[src/rtl/can_flt_pkg.sv]
// Overview of operation
// - Transmit error count of 256 sets bus-off and reset request; node leaves bus.
// - After reset request clears, 128 runs of 11 recessive bits end bus-off.
// - Error warning is set while either error counter is at 96 or more.
// - Transmit active sets when sending starts; both activity bits clear means idle.
// - Receive active sets on frame reception from idle or on lost arbitration.
// - Transmit request clears complete flag; only successful sending or reset request sets it again.
// - Abort before sending starts frees the buffer and keeps complete flag clear.
// - Pending or sending message locks transmit buffer; writes then vanish silently.
// - Message with both receive buffers full sets overrun and is dropped quietly.
// - Clear-overrun command bit clears the overrun flag.
// - Own outgoing frame is held in a receive buffer and may cause overrun.
// - Receive-full sets on new message, clears on release unless second buffer waits.
// - Event flags are read-only; a read clears only the flags it returned.
// - Bus activity while asleep clears sleep and sets the wake flag.
// - Overrun with its enable sets overrun event; cleared by read or reset request.
// - Bus-off or warning change with its enable sets error event; read clears.
// - Transmission end with buffer free and enable sets transmit event.
// - New message with receive enable sets receive event together with receive-full.
// - Acceptance code is compared with identifier bits 10 to 3, then masked.
// - Clear mask bits must match; set mask bits are ignored for acceptance.
// - Every frame lands in the fill buffer while that buffer is free; rejected ones are simply overwritten.
// - Accepted frame goes to a free buffer, else overrun is signalled.
// - Reset request aborts current transfer and enters reset state; only CPU clears it.
// - Release command hands the CPU buffer back and may expose a waiting message.
package can_flt_pkg;
    // Register indices; the bus byte address is four times the index.
    localparam logic [7:0] IDX_CONTROL  = 8'h20;
    localparam logic [7:0] IDX_COMMAND  = 8'h21;
    localparam logic [7:0] IDX_STATUS   = 8'h22;
    localparam logic [7:0] IDX_EVENTS   = 8'h23;
    localparam logic [7:0] IDX_ACC_CODE = 8'h24;
    localparam logic [7:0] IDX_ACC_MASK = 8'h25;
    localparam logic [7:0] IDX_TXBUF    = 8'h30;
    localparam logic [7:0] IDX_RXBUF    = 8'h40;
    localparam logic [7:0] FRAME_N      = 8'h0a;
    localparam int         FRAME_BYTES  = 10;

    localparam logic [8:0] TEC_BUS_OFF  = 9'h100;
    localparam logic [8:0] WARN_LIMIT   = 9'h060;
    localparam logic [7:0] RECOVER_SEQS = 8'h80;
    localparam logic [7:0] RECOVER_LAST = RECOVER_SEQS - 8'h01;

    localparam int CTL_RR    = 0;
    localparam logic [7:0] CTL_EN_MASK = 8'h1e;
    localparam int CTL_RIE   = 1;
    localparam int CTL_TIE   = 2;
    localparam int CTL_EIE   = 3;
    localparam int CTL_OIE   = 4;
    localparam int CMD_TR    = 0;
    localparam int CMD_AT    = 1;
    localparam int CMD_RRB   = 2;
    localparam int CMD_COS   = 3;
    localparam int CMD_SLEEP = 4;
    localparam logic [7:0] CMD_READ = 8'hff;
    localparam int EV_RX     = 0;
    localparam int EV_TX     = 1;
    localparam int EV_ERR    = 2;
    localparam int EV_OVR    = 3;
    localparam int EV_WAKE   = 4;

    typedef struct packed {
        logic tx_start;
        logic tx_ok;
        logic arb_lost;
        logic rx_start;
        logic frame_end;
        logic rx_ok;
        logic rec11;
    } proto_evt_s;

    typedef struct packed {
        logic       wr;
        logic [3:0] idx;
        logic [7:0] data;
    } rx_byte_s;
endpackage

[src/rtl/can_status_irq_accept_filter.sv]
// Register access over APB was left to the implementer.
module can_status_irq_accept_filter (
    input  logic                    i_clk,
    input  logic                    i_rst,
    input  logic [11:0]             i_paddr,
    input  logic                    i_psel,
    input  logic                    i_penable,
    input  logic                    i_pwrite,
    input  logic [31:0]             i_pwdata,
    input  logic [3:0]              i_pstrb,
    output logic                    o_pready,
    output logic [31:0]             o_prdata,
    output logic                    o_pslverr,
    input  can_flt_pkg::proto_evt_s i_evt,
    input  can_flt_pkg::rx_byte_s   i_rx_byte,
    input  logic [8:0]              i_tx_err_cnt,
    input  logic [8:0]              i_rx_err_cnt,
    input  logic                    i_can_rx,
    input  logic [3:0]              i_tx_idx,
    output logic [7:0]              o_tx_byte,
    output logic                    o_tx_request,
    output logic                    o_reset_request,
    output logic                    o_bus_off,
    output logic                    o_bus_enable,
    output logic                    o_sleep,
    output logic                    o_err_cnt_clear
);
    // ------------------------------------------------------------
    // Helpers
    // ------------------------------------------------------------
    function automatic logic in_buf(input logic [7:0] a, input logic [7:0] base);
        return (a >= base) && (a < base + can_flt_pkg::FRAME_N);
    endfunction

    function automatic logic [3:0] buf_off(input logic [7:0] a, input logic [7:0] base);
        logic [7:0] d;
        d = a - base;
        return d[3:0];
    endfunction

    function automatic logic accepted(input logic [7:0] id_hi, input logic [7:0] code,
                                      input logic [7:0] mask);
        return &(mask | ~(id_hi ^ code));
    endfunction

    logic [7:0] idx;
    logic       done;
    logic       wr_ok;
    logic [7:0] wd;
    logic [7:0] ctl_en;
    logic [7:0] accept_code;
    logic [7:0] accept_mask;
    logic [7:0] tx_mem [can_flt_pkg::FRAME_BYTES];
    logic [7:0] rx_mem [2][can_flt_pkg::FRAME_BYTES];
    logic [1:0] full;
    logic       cpu_sel;
    logic       rx_buffer_full;
    logic       data_overrun;
    logic       tx_active;
    logic       rx_active;
    logic       tx_complete_flag;
    logic       error_warning_flag;
    logic       bs_prev;
    logic       es_prev;
    logic [7:0] recover_cnt;
    logic [4:0] evf;
    logic       rx_meta;
    logic       rx_sync;
    logic [7:0] rd;
    logic       hit;
    logic       cmd_wr;
    logic       tr_cmd;
    logic       abort_ok;
    logic       frame_in;
    logic       accept_now;
    logic       commit;
    logic       ovr;
    logic       release_cmd;
    logic [1:0] next_full;
    logic       next_sel;
    logic       wake_evt;
    logic       bus_off_set;
    logic       recover_done;
    logic [4:0] ev_set;
    logic [4:0] ev_clr;

    assign idx    = i_paddr[9:2];
    assign done   = i_psel & i_penable & o_pready;
    assign wr_ok  = done & i_pwrite & i_pstrb[0];
    assign wd     = i_pwdata[7:0];
    assign cmd_wr = wr_ok & (idx == can_flt_pkg::IDX_COMMAND) & ~o_reset_request;
    assign tr_cmd = cmd_wr & wd[can_flt_pkg::CMD_TR] & ~o_tx_request;
    assign abort_ok = cmd_wr & wd[can_flt_pkg::CMD_AT] & o_tx_request & ~tx_active;
    assign release_cmd = cmd_wr & wd[can_flt_pkg::CMD_RRB];

    // ------------------------------------------------------------
    // APB slave
    // ------------------------------------------------------------
    always_comb
    begin
        rd  = 8'h00;
        hit = 1'b1;
        case (idx)
            can_flt_pkg::IDX_CONTROL:  rd = ctl_en | {7'h00, o_reset_request};
            can_flt_pkg::IDX_COMMAND:  rd = can_flt_pkg::CMD_READ;
            // Status is only ever read here; no write path exists.
            can_flt_pkg::IDX_STATUS:   rd = {o_bus_off, error_warning_flag, tx_active, rx_active,
                                             tx_complete_flag, ~o_tx_request, data_overrun,
                                             rx_buffer_full};
            can_flt_pkg::IDX_EVENTS:   rd = {3'h0, evf};
            can_flt_pkg::IDX_ACC_CODE: rd = accept_code;
            can_flt_pkg::IDX_ACC_MASK: rd = accept_mask;
            default:
            begin
                if (in_buf(idx, can_flt_pkg::IDX_TXBUF))
                    rd = tx_mem[buf_off(idx, can_flt_pkg::IDX_TXBUF)];
                else if (in_buf(idx, can_flt_pkg::IDX_RXBUF))
                    rd = rx_mem[cpu_sel][buf_off(idx, can_flt_pkg::IDX_RXBUF)];
                else
                    hit = 1'b0;
            end
        endcase
    end

    // Read data is captured in the setup cycle so the answer comes from a flop.
    always_ff @(posedge i_clk)
    begin
        if (i_rst)
        begin
            o_pready  <= 1'b0;
            o_prdata  <= 32'h0000_0000;
            o_pslverr <= 1'b0;
        end
        else if (i_psel & ~i_penable)
        begin
            o_pready  <= 1'b1;
            o_prdata  <= {24'h00_0000, rd};
            o_pslverr <= ~hit;
        end
        else
        begin
            o_pready  <= 1'b0;
            o_pslverr <= 1'b0;
        end
    end

    // ------------------------------------------------------------
    // Control, filter and transmit buffer registers
    // ------------------------------------------------------------
    always_ff @(posedge i_clk)
    begin
        if (i_rst)
            o_reset_request <= 1'b1;
        else if (bus_off_set)
            o_reset_request <= 1'b1;
        else if (wr_ok && idx == can_flt_pkg::IDX_CONTROL)
            o_reset_request <= wd[can_flt_pkg::CTL_RR];
    end

    always_ff @(posedge i_clk)
    begin
        if (i_rst)
        begin
            ctl_en      <= 8'h00;
            accept_code <= 8'h00;
            accept_mask <= 8'h00;
        end
        else if (wr_ok)
        begin
            if (idx == can_flt_pkg::IDX_CONTROL)
                ctl_en <= wd & can_flt_pkg::CTL_EN_MASK;
            // Filter writes outside reset state are dropped so a live match never glitches.
            if (idx == can_flt_pkg::IDX_ACC_CODE && o_reset_request)
                accept_code <= wd;
            if (idx == can_flt_pkg::IDX_ACC_MASK && o_reset_request)
                accept_mask <= wd;
        end
    end

    always_ff @(posedge i_clk)
    begin
        if (wr_ok && ~o_tx_request && in_buf(idx, can_flt_pkg::IDX_TXBUF))
            tx_mem[buf_off(idx, can_flt_pkg::IDX_TXBUF)] <= wd;
        o_tx_byte <= (i_rst || i_tx_idx >= can_flt_pkg::FRAME_N[3:0]) ? 8'h00 : tx_mem[i_tx_idx];
    end

    // ------------------------------------------------------------
    // Transmit and activity status
    // ------------------------------------------------------------
    always_ff @(posedge i_clk)
    begin
        if (i_rst || o_reset_request)
        begin
            o_tx_request     <= 1'b0;
            tx_complete_flag <= 1'b1;
            tx_active        <= 1'b0;
            rx_active        <= 1'b0;
        end
        else
        begin
            if (tr_cmd)
            begin
                o_tx_request     <= 1'b1;
                tx_complete_flag <= 1'b0;
            end
            else if (i_evt.tx_ok)
            begin
                o_tx_request     <= 1'b0;
                tx_complete_flag <= 1'b1;
            end
            else if (abort_ok)
                o_tx_request <= 1'b0;
            if (i_evt.tx_start)
                tx_active <= 1'b1;
            else if (i_evt.tx_ok || i_evt.arb_lost || i_evt.frame_end)
                tx_active <= 1'b0;
            if (i_evt.rx_start || i_evt.arb_lost)
                rx_active <= 1'b1;
            else if (i_evt.frame_end)
                rx_active <= 1'b0;
        end
    end

    // ------------------------------------------------------------
    // Bus-off, recovery and error warning
    // ------------------------------------------------------------
    assign bus_off_set  = (i_tx_err_cnt >= can_flt_pkg::TEC_BUS_OFF) & ~o_bus_off
                          & ~o_err_cnt_clear;
    assign recover_done = o_bus_off & ~o_reset_request & i_evt.rec11
                          & (recover_cnt == can_flt_pkg::RECOVER_LAST);

    always_ff @(posedge i_clk)
    begin
        if (i_rst)
        begin
            o_bus_off          <= 1'b0;
            recover_cnt        <= 8'h00;
            o_err_cnt_clear    <= 1'b0;
            error_warning_flag <= 1'b0;
            bs_prev            <= 1'b0;
            es_prev            <= 1'b0;
            o_bus_enable       <= 1'b0;
        end
        else
        begin
            if (bus_off_set)
                o_bus_off <= 1'b1;
            else if (recover_done)
                o_bus_off <= 1'b0;
            // Counting only starts once software has let go of the reset request.
            if (~o_bus_off || o_reset_request || recover_done)
                recover_cnt <= 8'h00;
            else if (i_evt.rec11)
                recover_cnt <= recover_cnt + 8'h01;
            o_err_cnt_clear    <= recover_done;
            error_warning_flag <= (i_rx_err_cnt >= can_flt_pkg::WARN_LIMIT)
                                | (i_tx_err_cnt >= can_flt_pkg::WARN_LIMIT);
            bs_prev            <= o_bus_off;
            es_prev            <= error_warning_flag;
            o_bus_enable       <= ~o_reset_request & ~o_bus_off & ~bus_off_set;
        end
    end

    // ------------------------------------------------------------
    // Receive buffers, filter and overrun
    // ------------------------------------------------------------
    assign frame_in   = i_evt.frame_end & i_evt.rx_ok & rx_active & ~o_reset_request;
    assign accept_now = accepted(rx_mem[~cpu_sel][0], accept_code, accept_mask);
    assign ovr        = frame_in & accept_now & full[~cpu_sel];
    assign commit     = frame_in & accept_now & ~full[~cpu_sel];

    always_comb
    begin
        next_full = full;
        next_sel  = cpu_sel;
        if (release_cmd)
        begin
            next_full[cpu_sel] = 1'b0;
            if (full[~cpu_sel])
                next_sel = ~cpu_sel;
        end
        if (commit)
        begin
            next_full[~cpu_sel] = 1'b1;
            if (!next_full[next_sel])
                next_sel = ~cpu_sel;
        end
    end

    // Own outgoing frames are written here too, so a transmit may fill a buffer.
    always_ff @(posedge i_clk)
    begin
        if (i_rx_byte.wr && !full[~cpu_sel] && i_rx_byte.idx < can_flt_pkg::FRAME_N[3:0])
            rx_mem[~cpu_sel][i_rx_byte.idx] <= i_rx_byte.data;
    end

    always_ff @(posedge i_clk)
    begin
        if (i_rst || o_reset_request)
        begin
            full           <= 2'b00;
            cpu_sel        <= 1'b0;
            rx_buffer_full <= 1'b0;
            data_overrun   <= 1'b0;
        end
        else
        begin
            full           <= next_full;
            cpu_sel        <= next_sel;
            rx_buffer_full <= next_full[next_sel];
            data_overrun   <= ovr | (data_overrun & ~(cmd_wr & wd[can_flt_pkg::CMD_COS]));
        end
    end

    // ------------------------------------------------------------
    // Sleep, wake and event flags
    // ------------------------------------------------------------
    assign wake_evt = o_sleep & (~rx_sync | tx_active | rx_active);

    always_ff @(posedge i_clk)
    begin
        if (i_rst)
        begin
            rx_meta <= 1'b1;
            rx_sync <= 1'b1;
            o_sleep <= 1'b0;
        end
        else
        begin
            rx_meta <= i_can_rx;
            rx_sync <= rx_meta;
            if (wake_evt)
                o_sleep <= 1'b0;
            else if (cmd_wr)
                o_sleep <= wd[can_flt_pkg::CMD_SLEEP];
        end
    end

    always_comb
    begin
        ev_set = 5'h00;
        ev_set[can_flt_pkg::EV_WAKE] = wake_evt;
        ev_set[can_flt_pkg::EV_OVR]  = ovr & ctl_en[can_flt_pkg::CTL_OIE];
        ev_set[can_flt_pkg::EV_ERR]  = ((o_bus_off ^ bs_prev) | (error_warning_flag ^ es_prev))
                                       & ctl_en[can_flt_pkg::CTL_EIE];
        ev_set[can_flt_pkg::EV_TX]   = (i_evt.tx_ok | abort_ok) & ~o_reset_request
                                       & ctl_en[can_flt_pkg::CTL_TIE];
        ev_set[can_flt_pkg::EV_RX]   = commit & ctl_en[can_flt_pkg::CTL_RIE];
        // Only the bits the software actually saw are cleared, so a late event survives.
        ev_clr = (done && !i_pwrite && idx == can_flt_pkg::IDX_EVENTS) ? o_prdata[4:0] : 5'h00;
        if (o_reset_request)
        begin
            ev_clr[can_flt_pkg::EV_OVR] = 1'b1;
            ev_clr[can_flt_pkg::EV_TX]  = 1'b1;
            ev_clr[can_flt_pkg::EV_RX]  = 1'b1;
        end
    end

    always_ff @(posedge i_clk)
    begin
        if (i_rst)
            evf <= 5'h00;
        else
            evf <= ev_set | (evf & ~ev_clr);
    end

    // ------------------------------------------------------------
    // Checks
    // ------------------------------------------------------------
    a_bus_off_entry: assert property (@(posedge i_clk) disable iff (i_rst)
        bus_off_set |=> o_bus_off && o_reset_request ##1 !o_bus_enable)
        else $error("bus-off entry did not set flags");
    a_recover_exit: assert property (@(posedge i_clk) disable iff (i_rst)
        recover_done |=> !o_bus_off && o_err_cnt_clear ##1 !o_err_cnt_clear)
        else $error("bus-off recovery exit wrong");
    a_warn_level: assert property (@(posedge i_clk) disable iff (i_rst)
        (i_tx_err_cnt < can_flt_pkg::WARN_LIMIT && i_rx_err_cnt < can_flt_pkg::WARN_LIMIT) [*2]
        |-> !error_warning_flag)
        else $error("warning flag set below limit");
    a_tr_clears: assert property (@(posedge i_clk) disable iff (i_rst)
        tr_cmd && !o_reset_request |=> !tx_complete_flag && o_tx_request)
        else $error("transmit request did not clear complete");
    a_abort_frees: assert property (@(posedge i_clk) disable iff (i_rst)
        abort_ok && !i_evt.tx_ok && !o_reset_request |=> !o_tx_request && !tx_complete_flag)
        else $error("abort did not free buffer");
    a_overrun_set: assert property (@(posedge i_clk) disable iff (i_rst)
        ovr && !o_reset_request |=> data_overrun && $stable(full))
        else $error("overrun not flagged or buffer changed");
    a_read_clears: assert property (@(posedge i_clk) disable iff (i_rst)
        done && !i_pwrite && idx == can_flt_pkg::IDX_EVENTS && ev_set == 5'h00
        |=> (evf & $past(o_prdata[4:0])) == 5'h00)
        else $error("event read did not clear flags");
    a_rx_event: assert property (@(posedge i_clk) disable iff (i_rst)
        commit && ctl_en[can_flt_pkg::CTL_RIE] |=> evf[can_flt_pkg::EV_RX] && rx_buffer_full)
        else $error("receive event or full flag missing");
    a_filter_reject: assert property (@(posedge i_clk) disable iff (i_rst)
        frame_in && !accepted(rx_mem[~cpu_sel][0], accept_code, accept_mask)
        |=> $past(full) == full || $past(release_cmd))
        else $error("rejected frame was stored");
endmodule

[config.mk]
export PLATFORM = sky130hd
export DESIGN_NAME = can_status_irq_accept_filter
export DESIGN_NICKNAME = d
export VERILOG_FILES = /design/src/rtl/can_flt_pkg.sv /design/src/rtl/can_status_irq_accept_filter.sv
export SDC_FILE = /design/constraint.sdc
export NUM_CORES = 1
export LEC_CHECK = 0
export BUFFER_PORTS_ARGS = -buffer_cell sky130_fd_sc_hd__buf_2
export CAP_MARGIN = 30
export CELL_PAD_IN_SITES_DETAIL_PLACEMENT = 1
export CELL_PAD_IN_SITES_GLOBAL_PLACEMENT = 2
export CORE_MARGIN = 2
export CORE_UTILIZATION = 40
export DETAILED_ROUTE_END_ITERATION = 7
export PLACE_DENSITY = 0.85
export SLEW_MARGIN = 20
export SYNTH_ARGS = -nofsm -noshare
export SYNTH_HDL_FRONTEND = slang
export SYNTH_SLANG_ARGS = --single-unit
[constraint.sdc]
create_clock -name i_clk -period 3.3 [get_ports i_clk]
set_clock_uncertainty 0.05 [all_clocks]
set_input_delay 0.33 -clock i_clk [delete_from_list [all_inputs] [get_ports i_clk]]
set_output_delay 0.33 -clock i_clk [all_outputs]
set_load 0.02 [all_outputs]
* Yosys cells after proc, flatten, opt, wreduce, memory -nomap -nowiden
Memories as Yosys holds them, arrays and structs flattened. A register that Yosys moved wholly into a read port is not among the register bits. Cells that the tools add are included.
Storage, ports and cells: bits in registers 62, RAM bits 240, output and inout port bits 48, word-level logic and storage cells 207, memories 2
Memory list:
- rx_mem | words 2, width 80, rd ports 2, clocked after Yosys merged registers in 1, write ports 1, line can_status_irq_accept_filter.sv:54 | logic [7:0] rx_mem [2][can_flt_pkg::FRAME_BYTES];
- tx_mem | words 10, width 8, rd ports 2, clocked after Yosys merged registers in 1, write ports 1, line can_status_irq_accept_filter.sv:53 | logic [7:0] tx_mem [can_flt_pkg::FRAME_BYTES];
Cells by class: add/subtract/negate cells 3, $lt $le $gt $ge 18, equal/unequal tests 7, muxes and demuxes 47, bitwise gates (word level) 67, reductions and logical operators 37
Operators by type and width (number):
- two-way mux 80 bit | 1
- equality test 8 x 6 -> 1 bit (second input constant) | 6
- one-hot mux 8 bit (6 select lines) | 1
- two-way mux 8 bit | 5
- AND 1 bit | 34
- binary-select mux 8 bit (select 4 bit) | 1
- demux 8 bit (select 4 bit) | 1
- two-way mux 1 bit | 32
- >= comparator 9 x 7 -> 1 bit (second input constant) | 2
- logical AND 1 bit | 14
- inverter 1 bit | 13
- >= comparator 5 bit (second input constant) | 2
- inverter 4 -> 5 bit | 2
- >= comparator 9 bit (second input constant) | 1
- adder 8 x 1 -> 8 bit (second input constant) | 1
- equality test 8 x 7 -> 1 bit (second input constant) | 1
- >= comparator 8 x 6 -> 1 bit (second input constant) | 1
- >= comparator 8 x 7 -> 1 bit (second input constant) | 1
- less-than comparator 1 x 2 -> 1 bit (second input constant) | 4
- less-than comparator 8 x 6 -> 1 bit (second input constant) | 1
- less-than comparator 8 x 7 -> 1 bit (second input constant) | 1
- inverter 8 bit | 1
- OR 8 bit | 1
- AND reduction 8 bit | 1
- other kinds (25) | 51

* Depth between registers and ports, before layout
Gate-level depths: netlist of run 1.
depth in word-level cells 15, depth in mapped cells 11, depth with buffers taken out 6

* Worst setup path before layout of run 1
No wires, ideal clock.
kind reg-to-reg, from reg cpu_sel, to mem rx_mem[0][10] in the netlist's numbering, enable pin, setup time 370 ps, data arrival time 2370 ps, data required time 2880 ps, slack 510 ps, cell stages (with the launch flop) 11, clock period less this slack 2790 ps, cell sequence dfxtp_1 buf_6 buf_12 buf_4 buf_4 buf_2 mux2i_1 nand2_1 nor2_1 nand2_1 nor2_1
Between the ends: word-level cells in the longest chain between the ends 7, elaborated cells between the ends (all ways) 8, those cells by class mux (4); bitwise (1); reduce/logical (3)
RTL lines:
- start, declared | line can_status_irq_accept_filter.sv:56 | logic cpu_sel;
- start signal, assigned | line can_status_irq_accept_filter.sv:309 | cpu_sel <= next_sel;
- two-way mux 1 bit (not written as such) (2 in series) | line can_status_irq_accept_filter.sv:293 | if (i_rx_byte.wr && !full[~cpu_sel] && i_rx_byte.idx < can_flt_pkg::FRAME_N[3:0])
- zero test 1 bit | line can_status_irq_accept_filter.sv:293
- logical AND 1 bit (2 in series) | line can_status_irq_accept_filter.sv:293
- two-way mux 1 bit | line can_status_irq_accept_filter.sv:293
- two-way mux 80 bit (not written as such) | line can_status_irq_accept_filter.sv:294 | rx_mem[~cpu_sel][i_rx_byte.idx] <= i_rx_byte.data;
- end, declared | line can_status_irq_accept_filter.sv:54
Parallel ways exist; a longest one is shown, timed or not. The select of a mux whose other input is x is not followed.

* Final worst setup path of run 1
from reg cpu_sel, to reg cpu_sel
Between the ends: word-level cells in the longest chain between the ends 12, elaborated cells between the ends (all ways) 31, those cells by class order compare (4); mux (13); bitwise (10); reduce/logical (3); memory (1)
RTL lines:
- less-than comparator 1 x 2 -> 1 bit (not written as such) / >= comparator 1 bit (equally long branches) | line can_status_irq_accept_filter.sv:278 | next_full[cpu_sel] = 1'b0;
- logical AND 1 bit (not written as such) | line can_status_irq_accept_filter.sv:278
- two-way mux 1 bit (not written as such) | line can_status_irq_accept_filter.sv:278
- demux 1 bit (select 1 bit) | line can_status_irq_accept_filter.sv:278
- inverter 2 bit (no line)
- AND 2 bit (no line)
- two-way mux 2 bit | line can_status_irq_accept_filter.sv:276 | if (release_cmd)
- OR 2 bit (no line)
- two-way mux 1 bit (not written as such) (2 in series) | line can_status_irq_accept_filter.sv:285 | if (!next_full[next_sel])
- two-way mux 1 bit | line can_status_irq_accept_filter.sv:285
- two-way mux 1 bit (*) | line can_status_irq_accept_filter.sv:282 | if (commit)
Mark *: on every way between the ends. The rest lies on a longest branch, timed or not. The select of a mux whose other input is x is not followed. A chain may end at the register's enable or synchronous reset.

==> results.json, run 1 <==
{
  "io_buffers": 78,
  "synth_edf_count": 240,
  "syn_area_per_cell_um2": 14.5,
  "design_power_total_uw": 8180,
  "rows": 67,
  "final_area_um2": 15800,
  "p_leak_uw": 0.00529,
  "ant_nets": 0,
  "path_clk_slew_ns": 0.06,
  "core_um2": 33500,
  "p_sw_share_pct": 21.9,
  "ios": 144,
  "synth_cell_types": 63,
  "power_density_nw_per_um2": 519,
  "area_growth_syn_to_layout_pct": 15.8,
  "power_switching_uw": 1790,
  "fin_cells": 1535,
  "routabilityCongestion": 0.830,
  "grt_use_met1_pct": 29.8,
  "grt_usage_pct": 21.4,
  "slew_viol_final": 0,
  "period_needed_ns": 2.96,
  "placed_area_um2": 14700,
  "gr-total-overflow": 0,
  "critPathCaptureType": "flop",
  "status": "finished, final reports clean",
  "die_height_um": 188,
  "dp_hpwl_um": 25800,
  "rsz0062_at_grt": "no",
  "final.setup.tns_ns": 0,
  "cp.required_ns": 3.72,
  "critPathMaxFanout": 28,
  "clk_latency_ns": 0.57,
  "regToRegEndpoint": "cpu_sel",
  "post-route-drc-count": 0,
  "cts_tree": "yes",
  "setup_viol": 0,
  "arrival_ns": 3.38,
  "hold_violations": 0,
  "fillers": 3377,
  "r2r_slack_ns": 0.34,
  "postCtsSetupRepairBufs": 0,
  "layout-drive-gt1-share_pct": 23.4,
  "min_path_type": "input port to flop",
  "worst_slew_pin_slew_ns": 0.943,
  "async_flop_share_pct": 0,
  "viasPerCell": 5.63,
  "ys_seq_area_share_pct": 63.2,
  "rr_startpoint": "cpu_sel",
  "num_vias": 8637,
  "grt_busiest_layer": "met2",
  "grt_use_met3_pct": 3.15,
  "cts_made_buffers": 31,
  "grt_max_degree": 35,
  "seq_power_share_pct": 51.7,
  "slew_headroom_pct": 36.8,
  "use_met2_pct": 35.5,
  "postSynthCellCount": 936,
  "dieArea_um2": 35500,
  "first_pass_iters": 5,
  "power_frac_comb_pct": 5.6,
  "clockBufferDepth": 3,
  "wire_per_inst_um": 24.5,
  "regArea_um2": 8610,
  "p_int_uw": 6390,
  "cap_violations": 0,
  "htreeDepth": 1,
  "multi_input_area_um2": 4640,
  "synth.cell_area_um2": 13600,
  "placed_cells": 1465,
  "yosysWarningCount": 0,
  "grt_pass1_wl_um": 57100,
  "drt_iter0_drc": 835,
  "clockRootBuffer": "clkbuf_16",
  "path_class": "flop to flop",
  "die_w_um": 188,
  "ctsResizeCount": 0,
  "synth-seq-cells": 310,
  "clock.fmax_mhz": 338,
  "pwr-share-clk_pct": 42.7,
  "peakVddDrop_uv": 379,
  "initial_core_util_pct": 40.6,
  "grt_pass1_vias": 9034,
  "antenna_found_initial": 0,
  "finalNetCount": 1158,
  "hold_path_depth": 3,
  "drt-total-wl_um": 37600,
  "worstHoldStart": "i_evt[0]",
  "startpoint_type": "flop",
  "synth-main-ff-cell": "edfxtp_1",
  "period_share_pct": 89.7,
  "r2r_cells": 6,
  "holdPathEnd": "recover_cnt[0]",
  "cts_sinks": 310
}
## layer usage
metal  vias up  wire (um)  part of all wire [%]
li1       3849          -                     -
met1      4423      15900                    42
met2       310      18400                    49
met3        55       2470                   6.6
met4         0        828                   2.2
met5         -          0                     0
## Yosys cell counts, types with 6 or more instances
library cell  count  area [um2]
a211oi_1         23         173
inv_1            10        37.5
o21ai_0          21         105
and3_1            6        37.5
clkbuf_1         24        90.1
buf_1             8        30.0
a21oi_1          19        95.1
xor2_1           12         105
o221ai_1          9        78.8
buf_4            27         203
dfxtp_1          70        1400
o211ai_1          7        52.6
a22oi_1          12        90.1
nor2_1           89         334
nand2_1          54         203
or2_2             6        37.5
nand4_1           6        37.5
mux2_2           10         113
mux2i_1          90         901
nand2b_1          8        50.1
mux4_2           50        1130
nand3_1          18        90.1
edfxtp_1        240        7210
buf_2            12        60.1
o2111ai_1        10        87.6
nor2b_1          18         113
## cell usage in the layout (no fill, tap or decap), drive strengths merged, types with 6 or more instances in the layout
cell,Yosys,routed
edfxtp,240,240
buf,49,132
mux2i,90,90
nor2,89,89
dfxtp,70,70
mux4,55,55
nand2,54,54
clkbuf,24,34
conb,1,24
a211oi,23,23
o21ai,21,21
a21oi,19,19
nor2b,18,18
nand3,18,18
clkinv,0,18
a22oi,12,12
xor2,12,12
inv,10,11
mux2,10,10
o2111ai,10,10
dlygate4sd3,0,10
o221ai,9,9
nand2b,8,8
o211ai,7,7
nor3,7,7
nand4,6,6
or2,6,6
and3,6,6
## final cells by class
cell class              instances  area share (%)
clock inverters                24            1.36
clock buffers                  34            4.99
well taps                     448            3.56
inverters                      10           0.238
diodes                          1          0.0159
flip-flops and latches        310            54.6
repair buffers                142            5.76
multi-input cells             566            29.4
## logic make-up (layout without fill, tap and decap cells)
family                   after synthesis  in the layout  share of synthesized area, %
buffers and inverters                 83            210                          3.32
multiplexers                         155            155                          16.7
adder cells (fa/ha/maj)                1              1                        0.0919
AND/OR/NAND/NOR                      241            241                          8.88
other                                  1             25                        0.0276
flip-flops                           310            310                          63.2
XOR/XNOR                              16             16                          1.03
AO/OA/AOI/OAI                        129            129                          6.72
## through the flow
step	hold WS (ns)	util, %	setup WS (ns)
2_1_floorplan	0.339	-	0.510
3_3_place_gp	0.345	43.7	0.448
3_5_place_dp	0.350	43.7	0.405
4_1_cts	0.0267	47.0	0.385
5_1_grt	0.0581	47.0	0.211
6_report	0.0529	47.0	0.341
## worst max path at each step
| stage | startpoint | to | cells past startpoint |
|---|---|---|---|
| floorplan | cpu_sel | rx_mem[0][10] | 10 |
| global placement | cpu_sel | cpu_sel | 6 |
| detailed placement | cpu_sel | cpu_sel | 6 |
| CTS | cpu_sel | cpu_sel | 6 |
| global route | cpu_sel | cpu_sel | 6 |
| finish | cpu_sel | cpu_sel | 6 |
## sequential cells by signal, summed over array words and instances (netlist names), 2 cells and up
name,cells
rx_mem,160
tx_mem,80
accept_code,8
accept_mask,8
o_prdata,8
o_tx_byte,8
recover_cnt,8
evf,5
ctl_en,4
full,2
## power by group through the flow
stage	Sequential, uW	Clock, uW	Combinational [uW]
floorplan	4320	0	252
global placement	4310	0	437
detailed placement	4310	0	449
CTS	4230	3560	458
global route	4230	3720	493
finish	4230	3500	459
## worst max-delay path, cell delays in order (launching register included)
cell and delay [ns]:
dfxtp_4 0.61, mux2i_1 0.50, mux2i_1 0.24, o2111ai_1 0.11
or4_1 0.72, a211o_1 0.37, a221oi_2 0.26
## repair_timing
item,4_1_cts,5_1_grt
endpoints found under the hold margin,5,0
hold buffers,10,0
setup endpoints to repair,0,0
(Power assumes the default switching activity.)
==> run 2: changes to the inputs <==
- CORE_UTILIZATION: 40 -> 38
- clock period: 3.3 -> 2.4 ns (I/O delays scaled with it)
==> results.json, run 2 (synthesized netlist as in run 1, its figures left out) <==
{
  "viasPerCell": 5.52,
  "clk_latency_ns": 0.51,
  "dp_hpwl_um": 27500,
  "htreeDepth": 2,
  "fillers": 3562,
  "area_growth_syn_to_layout_pct": 22.5,
  "slew_headroom_pct": 49.4,
  "final.setup.tns_ns": -0.0567,
  "grt_max_degree": 27,
  "largest_register_ffs": 160,
  "critPathSlowestCell": "or4_4",
  "critPathMaxFanout": 7,
  "layout_commonest_cell": "edfxtp_1",
  "wire_per_inst_um": 24.6,
  "regMostFlops": "rx_mem",
  "power_density_nw_per_um2": 720,
  "cts_tree": "yes",
  "ant_nets": 0,
  "holdWs_ns": 0.0260,
  "period_share_pct": 101,
  "die_height_um": 193,
  "clockBufferDepth": 3,
  "crit_family": "compound AO/OA/AOI/OAI gates",
  "post-route-drc-count": 0,
  "cts_made_buffers": 35,
  "io_buffers": 78,
  "critPathCaptureType": "flop",
  "hold_violations": 0,
  "slew_viol_final": 0,
  "num_vias": 8859,
  "rows": 69,
  "r2r_cells": 7,
  "routabilityCongestion": 0.896,
  "layout-drive-gt1-share_pct": 30.3,
  "cpPeakStageDelay_ns": 0.56,
  "initial_core_util_pct": 38.5,
  "clock.fmax_mhz": 412,
  "core_um2": 35400,
  "die_w_um": 193,
  "path_buf_inv": 1,
  "worst_slew_pin_slew_ns": 0.759,
  "cap_violations": 0,
  "status": "finished with violations",
  "first_pass_iters": 5,
  "gr-total-overflow": 0,
  "antenna_cells": 0,
  "drt-total-wl_um": 39400,
  "path_class": "flop to flop",
  "rsz0062_at_grt": "yes",
  "path_cells": "buf_12 > mux2i_4 > mux2i_1 > o2111ai_1 > or4_4 > a211o_1 > a221oi_2",
  "cp.depth": 7,
  "grt_usage_pct": 20.8,
  "dieArea_um2": 37300,
  "cp.required_ns": 2.76,
  "p_leak_uw": 0.00567,
  "arrival_ns": 2.79,
  "grt_pass1_vias": 9384,
  "path_clk_slew_ns": 0.06,
  "final_cell_mix": "240 x edfxtp_1, 94 x buf_4, 81 x mux2i_1",
  "ios": 144,
  "design_power_total_uw": 12000,
  "violations": "setup timing",
  "cts_sinks": 310,
  "drt_iter0_drc": 751,
  "finalNetCount": 1215,
  "peakVddDrop_uv": 612,
  "setup_ws_ns": -0.0290,
  "clockRootBuffer": "clkbuf_16",
  "setup_viol": 2,
  "min_path_type": "input port to flop",
  "period_needed_ns": 2.43,
  "hold_path_depth": 3,
  "reg_top3": "rx_mem: 160 flops, tx_mem: 80 flops",
  "antenna_found_initial": 0,
  "grt_pass1_wl_um": 58800,
  "startpoint_type": "flop"
}
==> run 2: power breakdown <==
group	total (uW)	internal, uW	switching [uW]
Combinational	688	246	443
Clock	5500	3390	2110
Sequential	5810	5800	12.6
Total	12000	9430	2570
==> run 2: path summary, 6_finish.rpt <==
path / startpoint / to / slack [ns]
hold / removal: i_evt[0] / recover_cnt[0] / 0.03
setup reg to reg: cpu_sel / cpu_sel / -0.03
hold reg to reg: rx_meta / rx_sync / 0.38
setup / recovery: cpu_sel / cpu_sel / -0.03
==> run 2: worst reg2reg max path: cells and delay by family, from the launching register on <==
kind            cells  cell delay [ns]
compound gates      3             0.66
buf+inv             1             0.15
flops               1             0.36
mux                 2             0.54
simple gates        1             0.56
==> run 2: metal layers <==
| metal | global-route usage (%) | part of all wire, % | up-vias |
|---|---|---|---|
| met3 | 3.09 | 6.1 | 79 |
| li1 | - | - | 3957 |
| met4 | 6.79 | 2.9 | 0 |
| met5 | 0 | 0 | - |
| met1 | 28.1 | 42 | 4492 |
| met2 | 34.6 | 49 | 331 |
==> run 2: cell type report <==
cell class | count | area [um2] | area share, %
clock buffer | 46 | 968 | 5.81
clock inverter | 16 | 218 | 1.31
inverter | 10 | 37.5 | 0.225
multi-input combinational | 566 | 4850 | 29.1
sequential | 310 | 8610 | 51.6
tap | 461 | 577 | 3.46
timing repair buffer | 195 | 1420 | 8.49
==> run 2: timing repair <==
item | 4_1_cts | 5_1_grt
pin swaps | 7 | 4
endpoints found under the hold margin | 6 | 0
setup endpoints to repair | 79 | 62
hold buffers | 10 | 0
gates resized for setup | 17 | 8
gates cloned | 0 | 0
setup buffers | 4 | 3
==> run 2: metrics by stage <==
stage / instance area [um2] / utilization, % / instances / setup slack (ns)
2_1_floorplan: 13900 / - / 959 / -0.145
3_3_place_gp: 15200 / 42.9 / 1525 / -0.354
3_5_place_dp: 15200 / 42.9 / 1525 / -0.329
4_1_cts: 16600 / 46.9 / 1601 / -0.00218
5_1_grt: 16700 / 47.1 / 1604 / -0.0970
6_report: 16700 / 47.1 / 1604 / -0.0290
